===== src/inc/ssf_pkg.sv =====
// constants shared by the serial flash programmer controller
package ssf_pkg;
  // ------------------------------------------------------------
  // clocking and timing
  // ------------------------------------------------------------
  localparam int CLK_PERIOD_NS = 25;
  localparam int LINK_PERIOD_NS = 200;
  localparam logic [3:0] HALF_CYC =
    4'(LINK_PERIOD_NS / (2 * CLK_PERIOD_NS));
  localparam int DEV_RESET_NS = 1000;
  localparam logic [7:0] RESET_CYC =
    8'((DEV_RESET_NS + CLK_PERIOD_NS - 1) / CLK_PERIOD_NS);
  // device needs a few of our cycles before busy shows a new transfer
  localparam logic [3:0] GUARD_CYC = 4'h8;
  // ------------------------------------------------------------
  // framing
  // ------------------------------------------------------------
  localparam int DATA_W = 8;
  localparam int FIFO_DEPTH = 16;
  localparam int IDX_W = 9;
  localparam logic [8:0] LEN_PAGE = 9'h103;
  localparam logic [8:0] LEN_ADDR_CONF = 9'h004;
  localparam logic [8:0] LEN_CONF = 9'h002;
  localparam logic [8:0] LEN_STATUS = 9'h003;
  localparam logic [8:0] LEN_SINGLE = 9'h001;
  localparam logic [8:0] LEN_VERSION = 9'h009;
  localparam logic [8:0] LEN_ID = 9'h00c;
  localparam logic [8:0] IDX_DATA = 9'h003;
  localparam logic [8:0] IDX_ID = 9'h005;
  localparam logic [7:0] ID_LEN = 8'h07;
  localparam logic [23:0] ID_ADDR = 24'h0f_ffdf;
  localparam logic [7:0] TX_FILL = 8'hff;
  // ------------------------------------------------------------
  // opcodes
  // ------------------------------------------------------------
  localparam logic [7:0] OP_PAGE_READ = 8'hff;
  localparam logic [7:0] OP_PAGE_PROG = 8'h41;
  localparam logic [7:0] OP_BLOCK_ERASE = 8'h20;
  localparam logic [7:0] OP_ERASE_ALL = 8'ha7;
  localparam logic [7:0] OP_READ_STATUS = 8'h70;
  localparam logic [7:0] OP_CLEAR_STATUS = 8'h50;
  localparam logic [7:0] OP_LOCK_STATUS = 8'h71;
  localparam logic [7:0] OP_LOCK_PROG = 8'h77;
  localparam logic [7:0] OP_LOCK_ENABLE = 8'h7a;
  localparam logic [7:0] OP_LOCK_DISABLE = 8'h75;
  localparam logic [7:0] OP_ID_CHECK = 8'hf5;
  localparam logic [7:0] OP_VERSION = 8'hfb;
  localparam logic [7:0] OP_BOOT_READ = 8'hfc;
  localparam logic [7:0] OP_CHECK_DATA = 8'hfd;
  localparam logic [7:0] CONFIRM = 8'hd0;
  // ------------------------------------------------------------
  // sequencer states
  // ------------------------------------------------------------
  typedef enum logic [4:0] {
    ST_RESET = 5'b00001,
    ST_IDLE = 5'b00010,
    ST_GUARD = 5'b00100,
    ST_WAIT = 5'b01000,
    ST_SHIFT = 5'b10000
  } ssf_state_t;
endpackage


===== src/verilog/ssf_host.sv =====
// serial programmer controller that drives the flash command port
// ------------------------------------------------------------
// Operation
// - reset released with clock mode select pin high enters sync mode
// - serial input bits are sampled on transfer clock rising edge
// - every transfer is one byte, least significant bit first
// - never start the next byte before busy is seen low
// - address commands send middle byte second, high byte third
// - opcode 41 plus address takes 256 data bytes from byte four
// - never program a page again before it has been erased; the code refuses only a repeat of the last programmed page
// - block erase is 20, address, then D0 confirm in byte four
// - block erase address is the highest address in the block
// - A7 then D0 erases every unlocked block
// ------------------------------------------------------------
`timescale 1ns/1ps
module ssf_host
  import ssf_pkg::*;
(
  // clock and control
  input wire logic clk_in,
  input wire logic srst_in,
  input wire logic ce_in,
  // command request
  input wire logic cmd_valid_in,
  input wire logic [7:0] cmd_opcode_in,
  input wire logic [15:0] cmd_addr_in,
  input wire logic [55:0] cmd_id_in,
  output logic cmd_ready_out,
  // page program data
  input wire logic wr_valid_in,
  input wire logic [7:0] wr_data_in,
  output logic wr_ready_out,
  // data returned by the device
  output logic rd_valid_out,
  output logic [7:0] rd_data_out,
  // command result
  output logic done_out,
  output logic refused_out,
  output logic mode_ready_out,
  // device pins
  output logic dev_reset_n_out,
  output logic transfer_clock_pin_out,
  output logic serial_input_pin_out,
  input wire logic serial_output_pin_in,
  input wire logic busy_output_pin_in
);
  import ssf_pkg::*;

  ssf_state_t state;
  logic [7:0] op;
  logic [15:0] addr;
  logic [55:0] id_code;
  logic [8:0] idx;
  logic [8:0] last;
  logic [7:0] rst_cnt;
  logic [3:0] guard_cnt;
  logic rx_meta;
  logic rx_sync;
  logic busy_meta;
  logic busy_sync;
  logic [15:0] last_page;
  logic last_page_valid;
  logic sh_start;
  logic sh_done;
  logic [7:0] sh_tx;
  logic [7:0] sh_rx;
  logic fifo_valid;
  logic [7:0] fifo_data;
  logic fifo_pop;
  logic data_slot;
  logic [8:0] cmd_len;

  // ------------------------------------------------------------
  // command framing helpers
  // ------------------------------------------------------------
  function automatic logic [8:0] op_len(input logic [7:0] code);
    case (code)
      OP_PAGE_READ, OP_BOOT_READ, OP_PAGE_PROG: op_len = LEN_PAGE;
      OP_BLOCK_ERASE, OP_LOCK_PROG, OP_LOCK_STATUS: begin
        op_len = LEN_ADDR_CONF;
      end
      OP_ERASE_ALL: op_len = LEN_CONF;
      OP_READ_STATUS, OP_CHECK_DATA: op_len = LEN_STATUS;
      OP_CLEAR_STATUS, OP_LOCK_ENABLE, OP_LOCK_DISABLE: begin
        op_len = LEN_SINGLE;
      end
      OP_VERSION: op_len = LEN_VERSION;
      OP_ID_CHECK: op_len = LEN_ID;
      default: op_len = '0;
    endcase
  endfunction

  function automatic logic [7:0] tx_of(
    input logic [7:0] code,
    input logic [8:0] i,
    input logic [15:0] a,
    input logic [55:0] id
  );
    logic [8:0] k;
    k = i - IDX_ID;
    tx_of = TX_FILL;
    if (i == '0) begin
      tx_of = code;
    end else if (code == OP_ERASE_ALL) begin
      tx_of = CONFIRM;
    end else if (code == OP_ID_CHECK) begin
      case (i)
        9'h001: tx_of = ID_ADDR[7:0];
        9'h002: tx_of = ID_ADDR[15:8];
        9'h003: tx_of = ID_ADDR[23:16];
        9'h004: tx_of = ID_LEN;
        default: tx_of = id[k[2:0]*8 +: 8];
      endcase
    end else if (code == OP_PAGE_READ || code == OP_PAGE_PROG ||
                 code == OP_BLOCK_ERASE || code == OP_LOCK_PROG ||
                 code == OP_LOCK_STATUS || code == OP_BOOT_READ) begin
      if (i == 9'h001) begin
        tx_of = a[7:0];
      end else if (i == 9'h002) begin
        tx_of = a[15:8];
      end else if (code == OP_BLOCK_ERASE || code == OP_LOCK_PROG) begin
        tx_of = CONFIRM;
      end
    end
  endfunction

  function automatic logic is_read(
    input logic [7:0] code,
    input logic [8:0] i
  );
    case (code)
      OP_PAGE_READ: is_read = i >= IDX_DATA;
      OP_BOOT_READ: is_read = i >= IDX_DATA;
      OP_LOCK_STATUS: is_read = i == IDX_DATA;
      OP_READ_STATUS: is_read = i != '0;
      OP_CHECK_DATA: is_read = i != '0;
      OP_VERSION: is_read = i != '0;
      default: is_read = 1'b0;
    endcase
  endfunction

  assign cmd_len = op_len(cmd_opcode_in);
  assign data_slot = op == OP_PAGE_PROG && idx >= IDX_DATA;
  assign sh_start = state == ST_WAIT && !busy_sync && idx != last &&
                    (!data_slot || fifo_valid);
  assign fifo_pop = sh_start && data_slot;
  assign sh_tx = data_slot ? fifo_data : tx_of(op, idx, addr, id_code);

  // ------------------------------------------------------------
  // pin synchronisers
  // ------------------------------------------------------------
  always_ff @(posedge clk_in) begin
    if (srst_in) begin
      rx_meta <= 1'b0;
      rx_sync <= 1'b0;
      busy_meta <= 1'b1;
      busy_sync <= 1'b1;
    end else if (ce_in) begin
      rx_meta <= serial_output_pin_in;
      rx_sync <= rx_meta;
      busy_meta <= busy_output_pin_in;
      busy_sync <= busy_meta;
    end
  end

  // ------------------------------------------------------------
  // sequencer
  // ------------------------------------------------------------
  always_ff @(posedge clk_in) begin
    if (srst_in) begin
      state <= ST_RESET;
      rst_cnt <= '0;
      guard_cnt <= '0;
      idx <= '0;
      last <= '0;
      op <= '0;
      addr <= '0;
      id_code <= '0;
      dev_reset_n_out <= 1'b0;
      mode_ready_out <= 1'b0;
      cmd_ready_out <= 1'b0;
      done_out <= 1'b0;
      refused_out <= 1'b0;
    end else if (ce_in) begin
      done_out <= 1'b0;
      refused_out <= 1'b0;
      case (state)
        ST_RESET: begin
          // transfer clock idles high, so it is high at release
          rst_cnt <= rst_cnt + 8'h01;
          if (rst_cnt == RESET_CYC - 8'h01) begin
            dev_reset_n_out <= 1'b1;
            guard_cnt <= '0;
            idx <= '0;
            last <= '0;
            state <= ST_GUARD;
          end
        end
        ST_IDLE: begin
          if (cmd_valid_in) begin
            if (cmd_len == '0 ||
                (cmd_opcode_in == OP_PAGE_PROG && last_page_valid &&
                 last_page == cmd_addr_in)) begin
              refused_out <= 1'b1;
            end else begin
              cmd_ready_out <= 1'b0;
              op <= cmd_opcode_in;
              addr <= cmd_addr_in;
              id_code <= cmd_id_in;
              last <= cmd_len;
              idx <= '0;
              state <= ST_WAIT;
            end
          end
        end
        ST_GUARD: begin
          // busy may lag the last clock edge; give it time to rise
          guard_cnt <= guard_cnt + 4'h1;
          if (guard_cnt == GUARD_CYC - 4'h1) begin
            guard_cnt <= '0;
            state <= ST_WAIT;
          end
        end
        ST_WAIT: begin
          if (!busy_sync) begin
            if (idx == last) begin
              // erase and program results are readable from here
              done_out <= mode_ready_out;
              mode_ready_out <= 1'b1;
              cmd_ready_out <= 1'b1;
              state <= ST_IDLE;
            end else if (sh_start) begin
              state <= ST_SHIFT;
            end
          end
        end
        ST_SHIFT: begin
          if (sh_done) begin
            idx <= idx + 9'h001;
            state <= ST_GUARD;
          end
        end
        default: begin
          state <= ST_RESET;
        end
      endcase
    end
  end

  // ------------------------------------------------------------
  // returned data
  // ------------------------------------------------------------
  always_ff @(posedge clk_in) begin
    if (srst_in) begin
      rd_valid_out <= 1'b0;
      rd_data_out <= '0;
    end else if (ce_in) begin
      rd_valid_out <= 1'b0;
      if (state == ST_SHIFT && sh_done && is_read(op, idx)) begin
        rd_valid_out <= 1'b1;
        rd_data_out <= sh_rx;
      end
    end
  end

  // ------------------------------------------------------------
  // programmed page guard, cleared by any erase
  // ------------------------------------------------------------
  always_ff @(posedge clk_in) begin
    if (srst_in) begin
      last_page <= '0;
      last_page_valid <= 1'b0;
    end else if (ce_in && state == ST_IDLE && cmd_valid_in) begin
      if (cmd_opcode_in == OP_BLOCK_ERASE ||
          cmd_opcode_in == OP_ERASE_ALL) begin
        last_page_valid <= 1'b0;
      end else if (cmd_opcode_in == OP_PAGE_PROG && !(last_page_valid &&
                   last_page == cmd_addr_in)) begin
        last_page <= cmd_addr_in;
        last_page_valid <= 1'b1;
      end
    end
  end

  // ------------------------------------------------------------
  // submodules
  // ------------------------------------------------------------
  ssf_fifo #(
    .WIDTH(DATA_W),
    .DEPTH(FIFO_DEPTH)
  ) u_fifo (
    .clk_in(clk_in),
    .srst_in(srst_in),
    .ce_in(ce_in),
    .in_valid_in(wr_valid_in),
    .in_data_in(wr_data_in),
    .in_ready_out(wr_ready_out),
    .out_valid_out(fifo_valid),
    .out_data_out(fifo_data),
    .out_ready_in(fifo_pop)
  );

  ssf_shifter u_shifter (
    .clk_in(clk_in),
    .srst_in(srst_in),
    .ce_in(ce_in),
    .start_in(sh_start),
    .tx_byte_in(sh_tx),
    .done_out(sh_done),
    .rx_byte_out(sh_rx),
    .rx_bit_in(rx_sync),
    .link_clk_out(transfer_clock_pin_out),
    .ser_out(serial_input_pin_out)
  );
endmodule


===== src/verilog/ssf_fifo.sv =====
// write data buffer between the user port and the serial link
`timescale 1ns/1ps
module ssf_fifo #(
  parameter int WIDTH = 8,
  parameter int DEPTH = 16
) (
  // clock and control
  input wire logic clk_in,
  input wire logic srst_in,
  input wire logic ce_in,
  // fill side
  input wire logic in_valid_in,
  input wire logic [WIDTH-1:0] in_data_in,
  output logic in_ready_out,
  // drain side
  output logic out_valid_out,
  output logic [WIDTH-1:0] out_data_out,
  input wire logic out_ready_in
);
  localparam int AW = $clog2(DEPTH);
  logic [WIDTH-1:0] mem [DEPTH];
  logic [AW-1:0] wr_ptr;
  logic [AW-1:0] rd_ptr;
  logic [AW:0] count;
  logic [AW:0] next_count;
  logic push;
  logic pop;

  assign push = in_valid_in && in_ready_out;
  assign pop = out_valid_out && out_ready_in;
  assign out_data_out = mem[rd_ptr];

  always_comb begin
    next_count = count;
    if (push && !pop) begin
      next_count = count + 1'b1;
    end else if (pop && !push) begin
      next_count = count - 1'b1;
    end
  end

  always_ff @(posedge clk_in) begin
    if (push && ce_in) begin
      mem[wr_ptr] <= in_data_in;
    end
  end

  always_ff @(posedge clk_in) begin
    if (srst_in) begin
      wr_ptr <= '0;
      rd_ptr <= '0;
      count <= '0;
      in_ready_out <= 1'b0;
      out_valid_out <= 1'b0;
    end else if (ce_in) begin
      if (push) begin
        wr_ptr <= wr_ptr + 1'b1;
      end
      if (pop) begin
        rd_ptr <= rd_ptr + 1'b1;
      end
      count <= next_count;
      in_ready_out <= next_count != (AW + 1)'(DEPTH);
      out_valid_out <= next_count != '0;
    end
  end
endmodule


===== src/verilog/ssf_shifter.sv =====
// one full-duplex byte on the link, clock made here, lsb first
`timescale 1ns/1ps
module ssf_shifter
  import ssf_pkg::*;
(
  // clock and control
  input wire logic clk_in,
  input wire logic srst_in,
  input wire logic ce_in,
  // byte request
  input wire logic start_in,
  input wire logic [7:0] tx_byte_in,
  output logic done_out,
  output logic [7:0] rx_byte_out,
  // link, rx already synchronised
  input wire logic rx_bit_in,
  output logic link_clk_out,
  output logic ser_out
);
  logic running;
  logic low_phase;
  logic [3:0] cnt;
  logic [2:0] bit_idx;
  logic [7:0] tx_sr;

  // ------------------------------------------------------------
  // bit timing
  // ------------------------------------------------------------
  always_ff @(posedge clk_in) begin
    if (srst_in) begin
      running <= 1'b0;
      low_phase <= 1'b0;
      cnt <= '0;
      bit_idx <= '0;
      tx_sr <= '0;
      rx_byte_out <= '0;
      link_clk_out <= 1'b1;
      ser_out <= 1'b1;
      done_out <= 1'b0;
    end else if (ce_in) begin
      done_out <= 1'b0;
      if (!running) begin
        if (start_in) begin
          // data changes while clock is low, stable at the rise
          running <= 1'b1;
          tx_sr <= tx_byte_in;
          ser_out <= tx_byte_in[0];
          link_clk_out <= 1'b0;
          low_phase <= 1'b1;
          cnt <= '0;
          bit_idx <= '0;
        end
      end else if (cnt == HALF_CYC - 4'h1) begin
        cnt <= '0;
        if (low_phase) begin
          // device shifted on the fall, so the bit is settled here
          link_clk_out <= 1'b1;
          rx_byte_out <= {rx_bit_in, rx_byte_out[7:1]};
          low_phase <= 1'b0;
        end else if (bit_idx == 3'h7) begin
          running <= 1'b0;
          done_out <= 1'b1;
          ser_out <= 1'b1;
        end else begin
          link_clk_out <= 1'b0;
          bit_idx <= bit_idx + 3'h1;
          ser_out <= tx_sr[bit_idx + 3'h1];
          low_phase <= 1'b1;
        end
      end else begin
        cnt <= cnt + 4'h1;
      end
    end
  end
endmodule


===== config.mk =====
export PLATFORM = sky130hd
export DESIGN_NAME = ssf_host
export DESIGN_NICKNAME = d
export VERILOG_FILES = /design/src/inc/ssf_pkg.sv /design/src/verilog/ssf_host.sv /design/src/verilog/ssf_fifo.sv /design/src/verilog/ssf_shifter.sv
export SDC_FILE = /design/constraint.sdc
export NUM_CORES = 1
export LEC_CHECK = 0
export BUFFER_PORTS_ARGS = -buffer_cell sky130_fd_sc_hd__buf_2
export CAP_MARGIN = 20
export CORE_ASPECT_RATIO = 1.2
export CORE_MARGIN = 2
export CORE_UTILIZATION = 59
export CTS_CLUSTER_DIAMETER = 80
export CTS_CLUSTER_SIZE = 12
export DETAILED_ROUTE_END_ITERATION = 8
export PLACE_DENSITY = 0.79
export SETUP_SLACK_MARGIN = 0.5
export SLEW_MARGIN = 20
export SYNTH_ARGS = -nofsm -noshare
export SYNTH_HDL_FRONTEND = slang
export SYNTH_HIERARCHICAL = 1
export SYNTH_SLANG_ARGS = --single-unit

===== constraint.sdc =====
create_clock -name clk_in -period 4.05 [get_ports clk_in]
set_input_delay 0.405 -clock clk_in [delete_from_list [all_inputs] [get_ports clk_in]]
set_output_delay 0.405 -clock clk_in [all_outputs]
set_load 0.1 [all_outputs]

Word-level counts from Yosys, hierarchy flattened
Memories as Yosys holds them, arrays and structs flattened. A register that Yosys moved wholly into a read port is not among the register bits.
Cells that the tools add are included.
{"block": "classes", "add_sub_neg": 10, "order_cmp": 2, "eq_ne": 54, "n_shift": 1, "muxes": 86, "n_bitwise": 4, "reduce_logical": 69}
{"op": "8-bit == test, second input constant", "n": 12}
{"op": "8-bit by 7-bit == test with 1-bit output, second input constant", "n": 11}
{"op": "9-bit case mux with 7 select lines", "n": 1}
{"op": "8-bit 2-to-1 mux", "n": 7}
{"op": "56-bit by 7-bit variable part select with 8-bit output", "n": 1}
{"op": "9-bit 2-to-1 mux", "n": 6}
{"op": "5-bit 2-to-1 mux", "n": 10}
{"op": "1-bit 2-to-1 mux", "n": 41}
{"op": "8-bit case mux with 4 select lines", "n": 1}
{"op": "4-bit 2-to-1 mux", "n": 7}
{"op": "9-bit case mux with 3 select lines", "n": 1}
{"op": "5-bit case mux with 5 select lines", "n": 1}
{"op": "8-bit by 6-bit == test with 1-bit output, second input constant", "n": 3}
{"op": "4-bit AND reduction", "n": 5}
{"op": "9-bit by 2-bit == test with 1-bit output, second input constant", "n": 2}
{"op": "1-bit logical AND", "n": 18}
{"op": "9-bit zero test", "n": 2}
{"op": "9-bit case mux with 2 select lines", "n": 1}
{"op": "4-bit by 1-bit adder with 4-bit output, second input constant", "n": 4}
{"op": "16-bit == test", "n": 1}
{"op": "2-bit inequality test, second input constant", "n": 8}
{"op": "3-bit 2-to-1 mux", "n": 5}
{"op": "3-bit AND reduction", "n": 5}
{"op": "2-bit AND reduction", "n": 6}
{"op": "41 further kinds", "n": 67}
{"block": "totals", "ff_bits": 193, "ram_bits": 128, "n_memories": 1}
{"name": "u_fifo.mem", "words": 16, "word_bits": 8, "rd": 1, "rd_clocked_by_memory_dff": 1, "write_ports": 1, "line_no": "ssf_fifo.sv:21", "source": "logic [WIDTH-1:0] mem [DEPTH];"}

Depth between registers and ports, before layout
Gate-level depths: netlist of the first run.
{"block": "depth", "word_depth": 13, "mapped_depth": 15}

Hierarchy
The synthesis of the first run kept the hierarchy.
{"module": "ssf_host", "instances": 1, "cells_per_inst": 919, "area_per_inst_um2": 7269.5}
{"module": "ssf_fifo", "instances": 1, "cells_per_inst": 308, "area_per_inst_um2": 5987.0}
{"module": "ssf_shifter", "instances": 1, "cells_per_inst": 137, "area_per_inst_um2": 1203.7}

Worst setup path before layout of the first run
No wires, ideal clock.
{"block": "synth_path", "path_kind": "register to register", "from": "register idx[0]", "to": "register u_shifter.ser_out", "arrival_time_ps": 3204, "required_time_ps": 3915, "slack_ps": 711, "stages_incl_launch_ff": 16, "n_path_buf": 3, "synth_period_minus_slack_ps": 3339, "cell_sequence": "dfxtp_1 clkbuf_1 inv_1 ha_1 clkbuf_1 clkbuf_1 mux2_2 a22oi_1 nor2_1 a21oi_1 a21oi_1 a22oi_1 a21oi_1 nor3_1 a21oi_1 a2bb2oi_1"}
{"block": "synth_via", "elab_chain_len": 10}
{"element": "start: declaration", "line_no": "ssf_host.sv:53", "source": "logic [8:0] idx;"}
{"element": "start signal: assignment", "line_no": "ssf_host.sv:239", "source": "idx <= idx + 9'h001;"}
{"element": "branches (longest 7 deep; another with 3-bit subtractor)"}
{"element": "8-bit 2-to-1 mux *", "line_no": "ssf_host.sv:147", "source": "assign sh_tx = data_slot ? fifo_data : tx_of(op, idx, addr, id_code);"}
{"element": "via sh_tx[0]", "line_no": "ssf_host.sv:65", "source": "logic [7:0] sh_tx;"}
{"element": "1-bit 2-to-1 mux *", "line_no": "ssf_shifter.sv:43", "source": "if (start_in) begin"}
{"element": "1-bit 2-to-1 mux *", "line_no": "ssf_shifter.sv:42", "source": "if (!running) begin"}
{"element": "end signal: assignment", "line_no": "ssf_shifter.sv:47", "source": "ser_out <= tx_byte_in[0];"}
{"element": "end signal: assignment", "line_no": "ssf_shifter.sv:67", "source": "ser_out <= tx_sr[bit_idx + 3'h1];"}
{"element": "end: declaration", "line_no": "ssf_shifter.sv:18", "source": "output logic ser_out"}
Mark *: on every way through the listed nets, which the timed path passes. The select of a mux whose other input is x is not followed.
A chain may end at the register's enable or synchronous reset.

Worst setup path in the final report of the first run
{"block": "layout_path", "from": "register op[1]", "to": "register u_fifo.in_ready_out"}
{"block": "layout_via", "elab_chain_len": 11}
{"element": "start: declaration", "line_no": "ssf_host.sv:50", "source": "logic [7:0] op;"}
{"element": "start signal: assignment", "line_no": "ssf_host.sv:207", "source": "op <= cmd_opcode_in;"}
{"element": "8-bit by 7-bit == test with 1-bit output *", "line_no": "ssf_host.sv:143", "source": "assign data_slot = op == OP_PAGE_PROG && idx >= IDX_DATA;"}
{"element": "1-bit logical AND *", "line_no": "ssf_host.sv:143"}
{"element": "1-bit zero test", "line_no": "ssf_host.sv:145", "source": "(!data_slot || fifo_valid);"}
{"element": "1-bit logical OR", "line_no": "ssf_host.sv:145"}
{"element": "1-bit logical AND", "line_no": "ssf_host.sv:144", "source": "assign sh_start = state == ST_WAIT && !busy_sync && idx != last &&"}
{"element": "1-bit logical AND *", "line_no": "ssf_host.sv:146", "source": "assign fifo_pop = sh_start && data_slot;"}
{"element": "via fifo_pop", "line_no": "ssf_host.sv:69", "source": "logic fifo_pop;"}
{"element": "1-bit logical AND *", "line_no": "ssf_fifo.sv:30", "source": "assign pop = out_valid_out && out_ready_in;"}
{"element": "1-bit logical AND or 1-bit zero test (tied branches)", "line_no": "ssf_fifo.sv:37, ssf_fifo.sv:35"}
{"element": "5-bit 2-to-1 mux or 1-bit logical AND (tied branches)", "line_no": "ssf_fifo.sv:37, ssf_fifo.sv:35"}
{"element": "5-bit 2-to-1 mux *", "line_no": "ssf_fifo.sv:35", "source": "if (push && !pop) begin"}
{"element": "5-bit inequality test *", "line_no": "ssf_fifo.sv:63", "source": "in_ready_out <= next_count != (AW + 1)'(DEPTH);"}
{"element": "end signal: assignment", "line_no": "ssf_fifo.sv:63"}
{"element": "end: declaration", "line_no": "ssf_fifo.sv:14", "source": "output logic in_ready_out,"}
The timed path passes the listed nets; every way through them passes the cells marked *.

==> results.md, run 1 <==
- Yosys top cell by area: dfxtp_1
- HP Class: input pin to register
- Worst path required time: 4.45 ns
- Period utilization: about four fifths
- Setup TNS: 0 ns
- Max Cap Viol: 0
- Reg clk slew, reported paths: 0.06 ns
- Clock buffer depth: 3
- Synth top area cells: dfxtp_1, edfxtp_1, nand2_1
- Tot GR Track Use: between 20% and 30%
- Worst-path cell chain: nor4_1 > and3_1 > o311ai_4 > buf_4 > nor3_1 > and2_1 > mux2i_1 > xnor2_1 > a31oi_1 > a41oi_1
- Area growth syn-to-layout: 10.9%
- Synth Register Bits: around 320
- FMAX: between 300 and 400 MHz
- Post-DR vias/cell: 5.97
- CP Class: register to register
- Clk pwr share: roughly two fifths
- Drt drc: 0
- ANT nets after route: 0
- Setup repair after global routing missed its margin: no
- Worst-Skew Late Latency: 0.55 ns
- Post-synth cell types: between 80 and 90
- Largest stage delay on the critical path: 0.47 ns
- Internal power: around 5 mW
- Largest net degree at the start of global routing: 81
- Die ar.: 25,800 sq um
- Via count: between 10,000 and 15,000
- Initial antenna violation count: 7
- Nets: between 1,500 and 2,000
- Vias in the first global route: ~10,000
- CTS resizes: 0
- Critical path arrival: approximately 3.7 ns
- PortBufs: 111
- CTS tree: yes
- Worst r2r src: op[1]$_SDFFE_PP0P_
- Sequential power share: ~54%
- Clock sink total: about 320
- Rows: 62
- Crit path max-delay family: simple AND/OR/NAND/NOR gates
- Post-synthesis sequential area ratio: ~53%
- Critical-path maximum fanout: 17
- Die width: 147 um
- FFs w/ async S/R, synth: 0%
- WL met1: 13,400 um
- Post CTS Setup Buffer Count: 0
- Count of final hold-check violations: 0
- Status: finished clean
- GP Congestion: 0.938
- Hpwl dp: between 20,000 and 25,000 um
- Worst setup EP type: register
- Prevailing post-synth register cell: dfxtp_1
- Hold wc startpoint: cmd_id_in[22]
- Final Skew: a little over 0.01 ns
- GRT overflow: 0
- Area share of the largest cell type after synthesis: between 20% and 30%
- Slew headroom: 40.4%
- Initial DRC count: 838
- Post-Syn Area: ~14,000 sq um
- Total power: 6.36 mW
- Synthesized instance count: 1,364
- Most frequent cells in the layout: nand2_1, dfxtp_1, a21oi_1
- Worst path bufs/invs: 1
- Leak: between 5 and 6 nW
- Starting density of the core: about three fifths
- Most common cell after layout, fill and taps aside: nand2_1
- Final setup vio count: 0
- EDFF count, synth: ~130
- First-pass detailed-route iteration total: 5
- Top Ports: 112
- Crit path max-delay cell type: nor4_1
- Logic pwr share: under 10%
- Uppermost routed layer: met5
- P per Cell Area: approximately 400 nW/um^2
- Final critical-path required period: 3.26 ns
- Root Buffer: clkbuf_16
- Synthesized net count: between 1,000 and 1,500
- Layout cells sized above 1: between 10 and 15%
- Max-slew violations: 0
- Die height: around 180 um
- CP startpoint: op[1]$_SDFFE_PP0P_
- CP Launch Type: register
- Avg Inst Size Synth: 10.6 sq um
- CTS hold repair buffers: 0
- Peak VDD IR: ~430 uV
- Routed WL: around 34,000 um
- Slew @ Worst Pin: about 0.9 ns
- Sw Ratio: a little under a quarter
- Synthesis Warnings: 6
- Met2 WL post-DR: 17,300 um
- Wire length per cell: around 19 um
- Core ar.: ~24,000 sq um
- Switch Pwr: 1.43 mW
- H-tree Lvls: 1
- First-pass GRT wire length: 54,200 um
- Num CTS Buffers: 30
- Met3 routed WL: roughly 1800 um
## power by group through the flow
stage / Combinational, mW / Sequential [mW] / Clock (mW)
finish: 0.438 / 3.42 / 2.50
global route: 0.487 / 3.42 / 2.67
global placement: 0.424 / 3.49 / 0
detailed placement: 0.427 / 3.49 / 0
CTS: 0.434 / 3.42 / 2.55
floorplan: 0.276 / 3.49 / 0
## final timing paths
path / depth (start not counted) / slack (ns) / to
worst max-delay path: 10 / 0.79 / u_fifo/in_ready_out$_SDFFE_PP0P_
worst min-delay path: 3 / 0.09 / id_code[22]$_SDFFE_PP0P_
worst min register to register: 2 / 0.45 / u_shifter/tx_sr[0]$_SDFFE_PP0P_
worst max register to register: 10 / 0.79 / u_fifo/in_ready_out$_SDFFE_PP0P_
## routing by layer
| layer | GRT usage [%] | vias up |
|---|---|---|
| met4 | 9.46 | 4 |
| met2 | 47.4 | 344 |
| li1 | - | 5102 |
| met3 | 3.69 | 88 |
| met1 | 32.0 | 5097 |
| met5 | 0 | - |
## stage by stage
stage / setup slack [ns] / utilization (%) / std cells / instance area [sq um] / hold slack, ns
2_1_floorplan: 0.711 / - / 1364 / 14500 / 0.433
3_3_place_gp: 0.887 / 63.2 / 1732 / 15200 / 0.441
3_5_place_dp: 0.819 / 63.2 / 1732 / 15200 / 0.443
4_1_cts: 0.783 / 66.6 / 1776 / 16000 / 0.0818
5_1_grt: 0.554 / 66.7 / 1780 / 16000 / 0.0968
6_report: 0.786 / 66.7 / 1781 / 16000 / 0.0937
## sequential cells by signal, summed over array words and instances, names as in the netlist, 4 cells and up, named ones only
signal                 flops
id_code                   56
last_page                 16
guard_cnt                  4
addr                      16
rd_data_out                8
u_shifter/rx_byte_out      8
rst_cnt                    8
u_fifo/count               5
state                      5
u_shifter/cnt              4
u_fifo/wr_ptr              4
op                         8
u_fifo/rd_ptr              4
idx                        9
u_shifter/tx_sr            8
last                       5
u_fifo/mem               128
## synthesized netlist by cell type, types with 5 or more instances
master	n
xor2_1	20
and2_1	23
mux4_2	26
buf_1	10
a211oi_1	5
a41oi_1	8
and3_1	21
clkbuf_1	59
dfxtp_1	193
edfxtp_1	128
o21ai_0	18
nor2_1	100
a21oi_1	143
xnor2_1	32
inv_1	17
nor3_1	18
nor2b_1	10
nand2_1	245
or3_1	7
mux2i_1	37
a31oi_1	7
mux2_2	8
o21ai_1	9
mux4_1	24
o211ai_1	8
nand4_1	20
a22oi_1	12
nand2b_1	5
nor3b_1	6
nand3_1	45
nor4_1	5
ha_1	17
nand3b_1	5
## kinds of logic after synthesis
| logic type | share of synthesized area [%] |
|---|---|
| xor gates and xnor gates | 3.15 |
| AOI/OAI and AO/OA | 10.4 |
| muxes | 11.7 |
| DFF | 53.3 |
| and+or+nand+nor | 17.1 |
| buffers and inverters | 2.86 |
| adders and majority gates | 1.47 |
## final cells by class
cell class,instances,area [sq um]
sequential,321,7710
multi-input combinational,947,6360
clock inverter,1,5.00
fill,1826,8010
tap,320,400
timing repair buffer,126,671
clock buffer,43,821
antenna,5,12.5
inverter,18,67.6
## worst register-to-register path, delay by kind of cell, from the launching register on
family	cells	cell delay, ns
AND/OR/NAND/NOR	4	1.64
flip-flops	1	0.40
multiplexers	1	0.34
buffers and inverters	1	0.21
AO/OA/AOI/OAI	3	0.45
XOR/XNOR	1	0.09
(Power assumes the default switching activity.)
==> inputs of run 2 (changes only) <==
clock period = 3.1 ns   (was 4.05 ns; I/O delays follow)
==> run 2 against run 1 <==
  * Hold slack worse by 0.089 ns
  * Highest routed layer is now met4
  * Count of clock-buffer cells in the layout is 1 higher
  * Cell count is 3.4% higher
  * Flip-flop and latch count stayed put
  * Core utilization is 3.3 points higher
==> results.md, run 2 (same netlist as run 1, synthesis figures left out) <==
- FMAX: 376 MHz (was 306 MHz)
- Die height: 175 um (unchanged)
- Wire length per cell: 20.2 um (was 18.9 um)
- Hold wc startpoint: cmd_id_in[28] (was cmd_id_in[22])
- Core Util, Final: 70.0% (was 66.7%)
- Worst setup EP type: register (unchanged)
- First-pass GRT wire length: 58,000 um (was 54,200 um)
- Inst Count DP: 1,741 (was 1,732)
- Largest stage delay on the critical path: 0.40 ns (was 0.47 ns)
- Worst-Skew Late Latency: 0.57 ns (was 0.55 ns)
- Routed WL: 37,300 um (was 33,700 um)
- P per Cell Area: 499 nW/um^2 (was 396 nW/um^2)
- Hpwl dp: 24,900 um (was 22,600 um)
- Hold EP: id_code[28]$_SDFFE_PP0P_ (was id_code[22]$_SDFFE_PP0P_)
- Root Buffer: clkbuf_16 (unchanged)
- Dpl ws: 0.296 ns (was 0.819 ns)
- GP Congestion: 0.919 (was 0.938)
- Die width: 147 um (unchanged)
- Vias in the first global route: 10,871 (was 10,418)
- R2r setup slk: 0.44 ns (was 0.79 ns)
- Most frequent cells in the layout: nand2_1, dfxtp_1, a21oi_1 (unchanged)
- Drt drc: 0 (unchanged)
- Final instance area: 16,800 sq um (was 16,000 sq um)
- Status: finished clean (unchanged)
- Most common cell after layout, fill and taps aside: nand2_1 (unchanged)
- Post-Layout Cell Count: 1,842 (was 1,781)
- Worst-path cell chain: nor4_4 > nand2_2 > o311ai_4 > o21bai_4 > nor3_4 > and2_4 > mux2i_4 > xnor2_1 > a31oi_2 > a41oi_1 (was nor4_1 > and3_1 > o311ai_4 > buf_4 > nor3_1 > and2_1 > mux2i_1 > xnor2_1 > a31oi_1 > a41oi_1)
- Final critical-path required period: 2.66 ns (was 3.26 ns)
- Clock sink total: 321 (unchanged)
- Max-slew violations: 0 (unchanged)
- H-tree Lvls: 1 (unchanged)
- ANT nets after route: 0 (unchanged)
- Worst r2r src: idx[4]$_SDFFE_PP0P_ (was op[1]$_SDFFE_PP0P_)
- Slew headroom: 59.5% (was 40.4%)
- Fin worst setup slack: 0.439 ns (was 0.786 ns)
- Core ar.: 24,000 sq um (unchanged)
- Critical-path maximum fanout: 5 (was 17)
- Setup TNS: 0 ns (unchanged)
- Die ar.: 25,800 sq um (unchanged)
- Initial antenna violation count: 1 (was 7)
- Via count: 11,201 (was 10,635)
- Hold path depth: 3 (unchanged)
- Post-DR vias/cell: 6.08 (was 5.97)
- Final setup vio count: 0 (unchanged)
- Starting density of the core: 60.1% (unchanged)
- Crit path max-delay cell type: o311ai_4 (was nor4_1)
- Top Ports: 112 (unchanged)
- CTS tree: yes (unchanged)
- CP Class: register to register (unchanged)
- Leak: 5.89 nW (was 5.54 nW)
- Reg clk slew, reported paths: 0.07 ns (was 0.06 ns)
- Period utilization: 85.9% (was 80.6%)
- Nets: 1,620 (was 1,556)
- Setup repair after global routing missed its margin: yes (was no)
- GRT overflow: 0 (unchanged)
- PortBufs: 111 (unchanged)
- Worst path required time: 3.50 ns (was 4.45 ns)
- First-pass detailed-route iteration total: 6 (was 5)
- Final Skew: 0.0134 ns (was 0.0102 ns)
- CP Launch Type: register (unchanged)
- Tot GR Track Use: 28.4% (was 26.2%)
- Placed Area: 15,300 sq um (was 15,200 sq um)
- Register bank with the most flops: u_fifo/mem (unchanged)
- Initial DRC count: 1,025 (was 838)
- Largest net degree at the start of global routing: 80 (was 81)
- Critical path arrival: 3.06 ns (was 3.67 ns)
- Max Cap Viol: 0 (unchanged)
- Reg2Reg Capture Point: u_fifo/out_valid_out$_SDFFE_PP0P_ (was u_fifo/in_ready_out$_SDFFE_PP0P_)
- Slew @ Worst Pin: 0.608 ns (was 0.892 ns)
- Num CTS Buffers: 30 (unchanged)
- Rows: 62 (unchanged)
- Count of final hold-check violations: 0 (unchanged)
- Max reg flops: 128 (unchanged)
- HP Class: input pin to register (unchanged)
- Peak VDD IR: 497 uV (was 431 uV)
- Reg2Reg Depth: 10 (unchanged)
- Area growth syn-to-layout: 16.4% (was 10.9%)
- Clock buffer depth: 3 (unchanged)
- Layout cells sized above 1: 17.5% (was 14.4%)
- Largest regs: u_fifo/mem: 128 flops, id_code: 56 flops (unchanged)
## run 2: cell types whose count changed in the layout (fill, tap and decap cells not counted), sizes merged
cell	previous run	this run
inv	17	16
diode	5	1
buf	126	153
clkbuf	43	44
clkinvlp	0	1
dlygate4sd3	0	37
## run 2: how the worst max path moves through the flow
stage	from	depth (start not counted)	to	slack, ns
floorplan	idx[0]$_SDFFE_PP0P_	15	u_shifter/ser_out$_SDFFE_PP1P_	0.49
global placement	rst_cnt[0]$_SDFFE_PP0P_	9	rd_data_out[6]$_SDFFE_PP0P_	0.38
detailed placement	idx[0]$_SDFFE_PP0P_	10	u_shifter/ser_out$_SDFFE_PP1P_	0.30
CTS	idx[5]$_SDFFE_PP0P_	11	u_shifter/ser_out$_SDFFE_PP1P_	0.47
global route	idx[4]$_SDFFE_PP0P_	10	u_fifo/out_valid_out$_SDFFE_PP0P_	0.31
finish	idx[4]$_SDFFE_PP0P_	10	u_fifo/out_valid_out$_SDFFE_PP0P_	0.44
## run 2: timing repair
item / CTS / global route
hold buffers: 37 / 0
setup endpoints to repair: 23 / 31
pin swaps: 1 / 18
resized for setup: 11 / 31
endpoints found under the hold margin: 37 / 0
buffers inserted: 6 / 12
## run 2: layout make-up
cell class | instances | area, sq um
antenna | 1 | 2.50
clock buffer | 44 | 813
tap | 320 | 400
timing repair buffer | 190 | 1280
fill | 1728 | 7220
clock inverter | 1 | 16.3
sequential | 321 | 7720
multi-input combinational | 947 | 6520
inverter | 18 | 71.3
## run 2: per-stage QoR
| stage | hold slack (ns) | power [mW] |
|---|---|---|
| CTS | 0.0000910 | 8.43 |
| detailed placement | 0.446 | 5.13 |
| floorplan | 0.382 | 4.92 |
| global placement | 0.443 | 5.12 |
| finish | 0.00458 | 8.40 |
| global route | 0.00543 | 8.66 |
## run 2: worst max-delay path, delay by kind of cell, from the launching register on
family	cells	cell delay, ns
DFF	1	0.36
and+or+nand+nor	4	0.94
muxes	1	0.25
AOI/OAI and AO/OA	4	0.85
xor gates and xnor gates	1	0.10
## run 2: power breakdown
| part | switching [mW] | leakage [nW] | total (mW) | internal (mW) |
|---|---|---|---|---|
| clock | 1.52 | 0.399 | 3.30 | 1.79 |
| combinational | 0.380 | 2.78 | 0.629 | 0.249 |
| sequential | 0.0495 | 2.71 | 4.47 | 4.42 |
| total | 1.95 | 5.89 | 8.40 | 6.46 |
## run 2: layer usage
| metal | wire length, um | share of wire (%) | GRT usage, % |
|---|---|---|---|
| met3 | 2330 | 6.3 | 4.13 |
| met2 | 19400 | 52 | 51.5 |
| met5 | 0 | 0 | 0 |
| met4 | 1200 | 3.2 | 10.0 |
| met1 | 14400 | 39 | 34.6 |
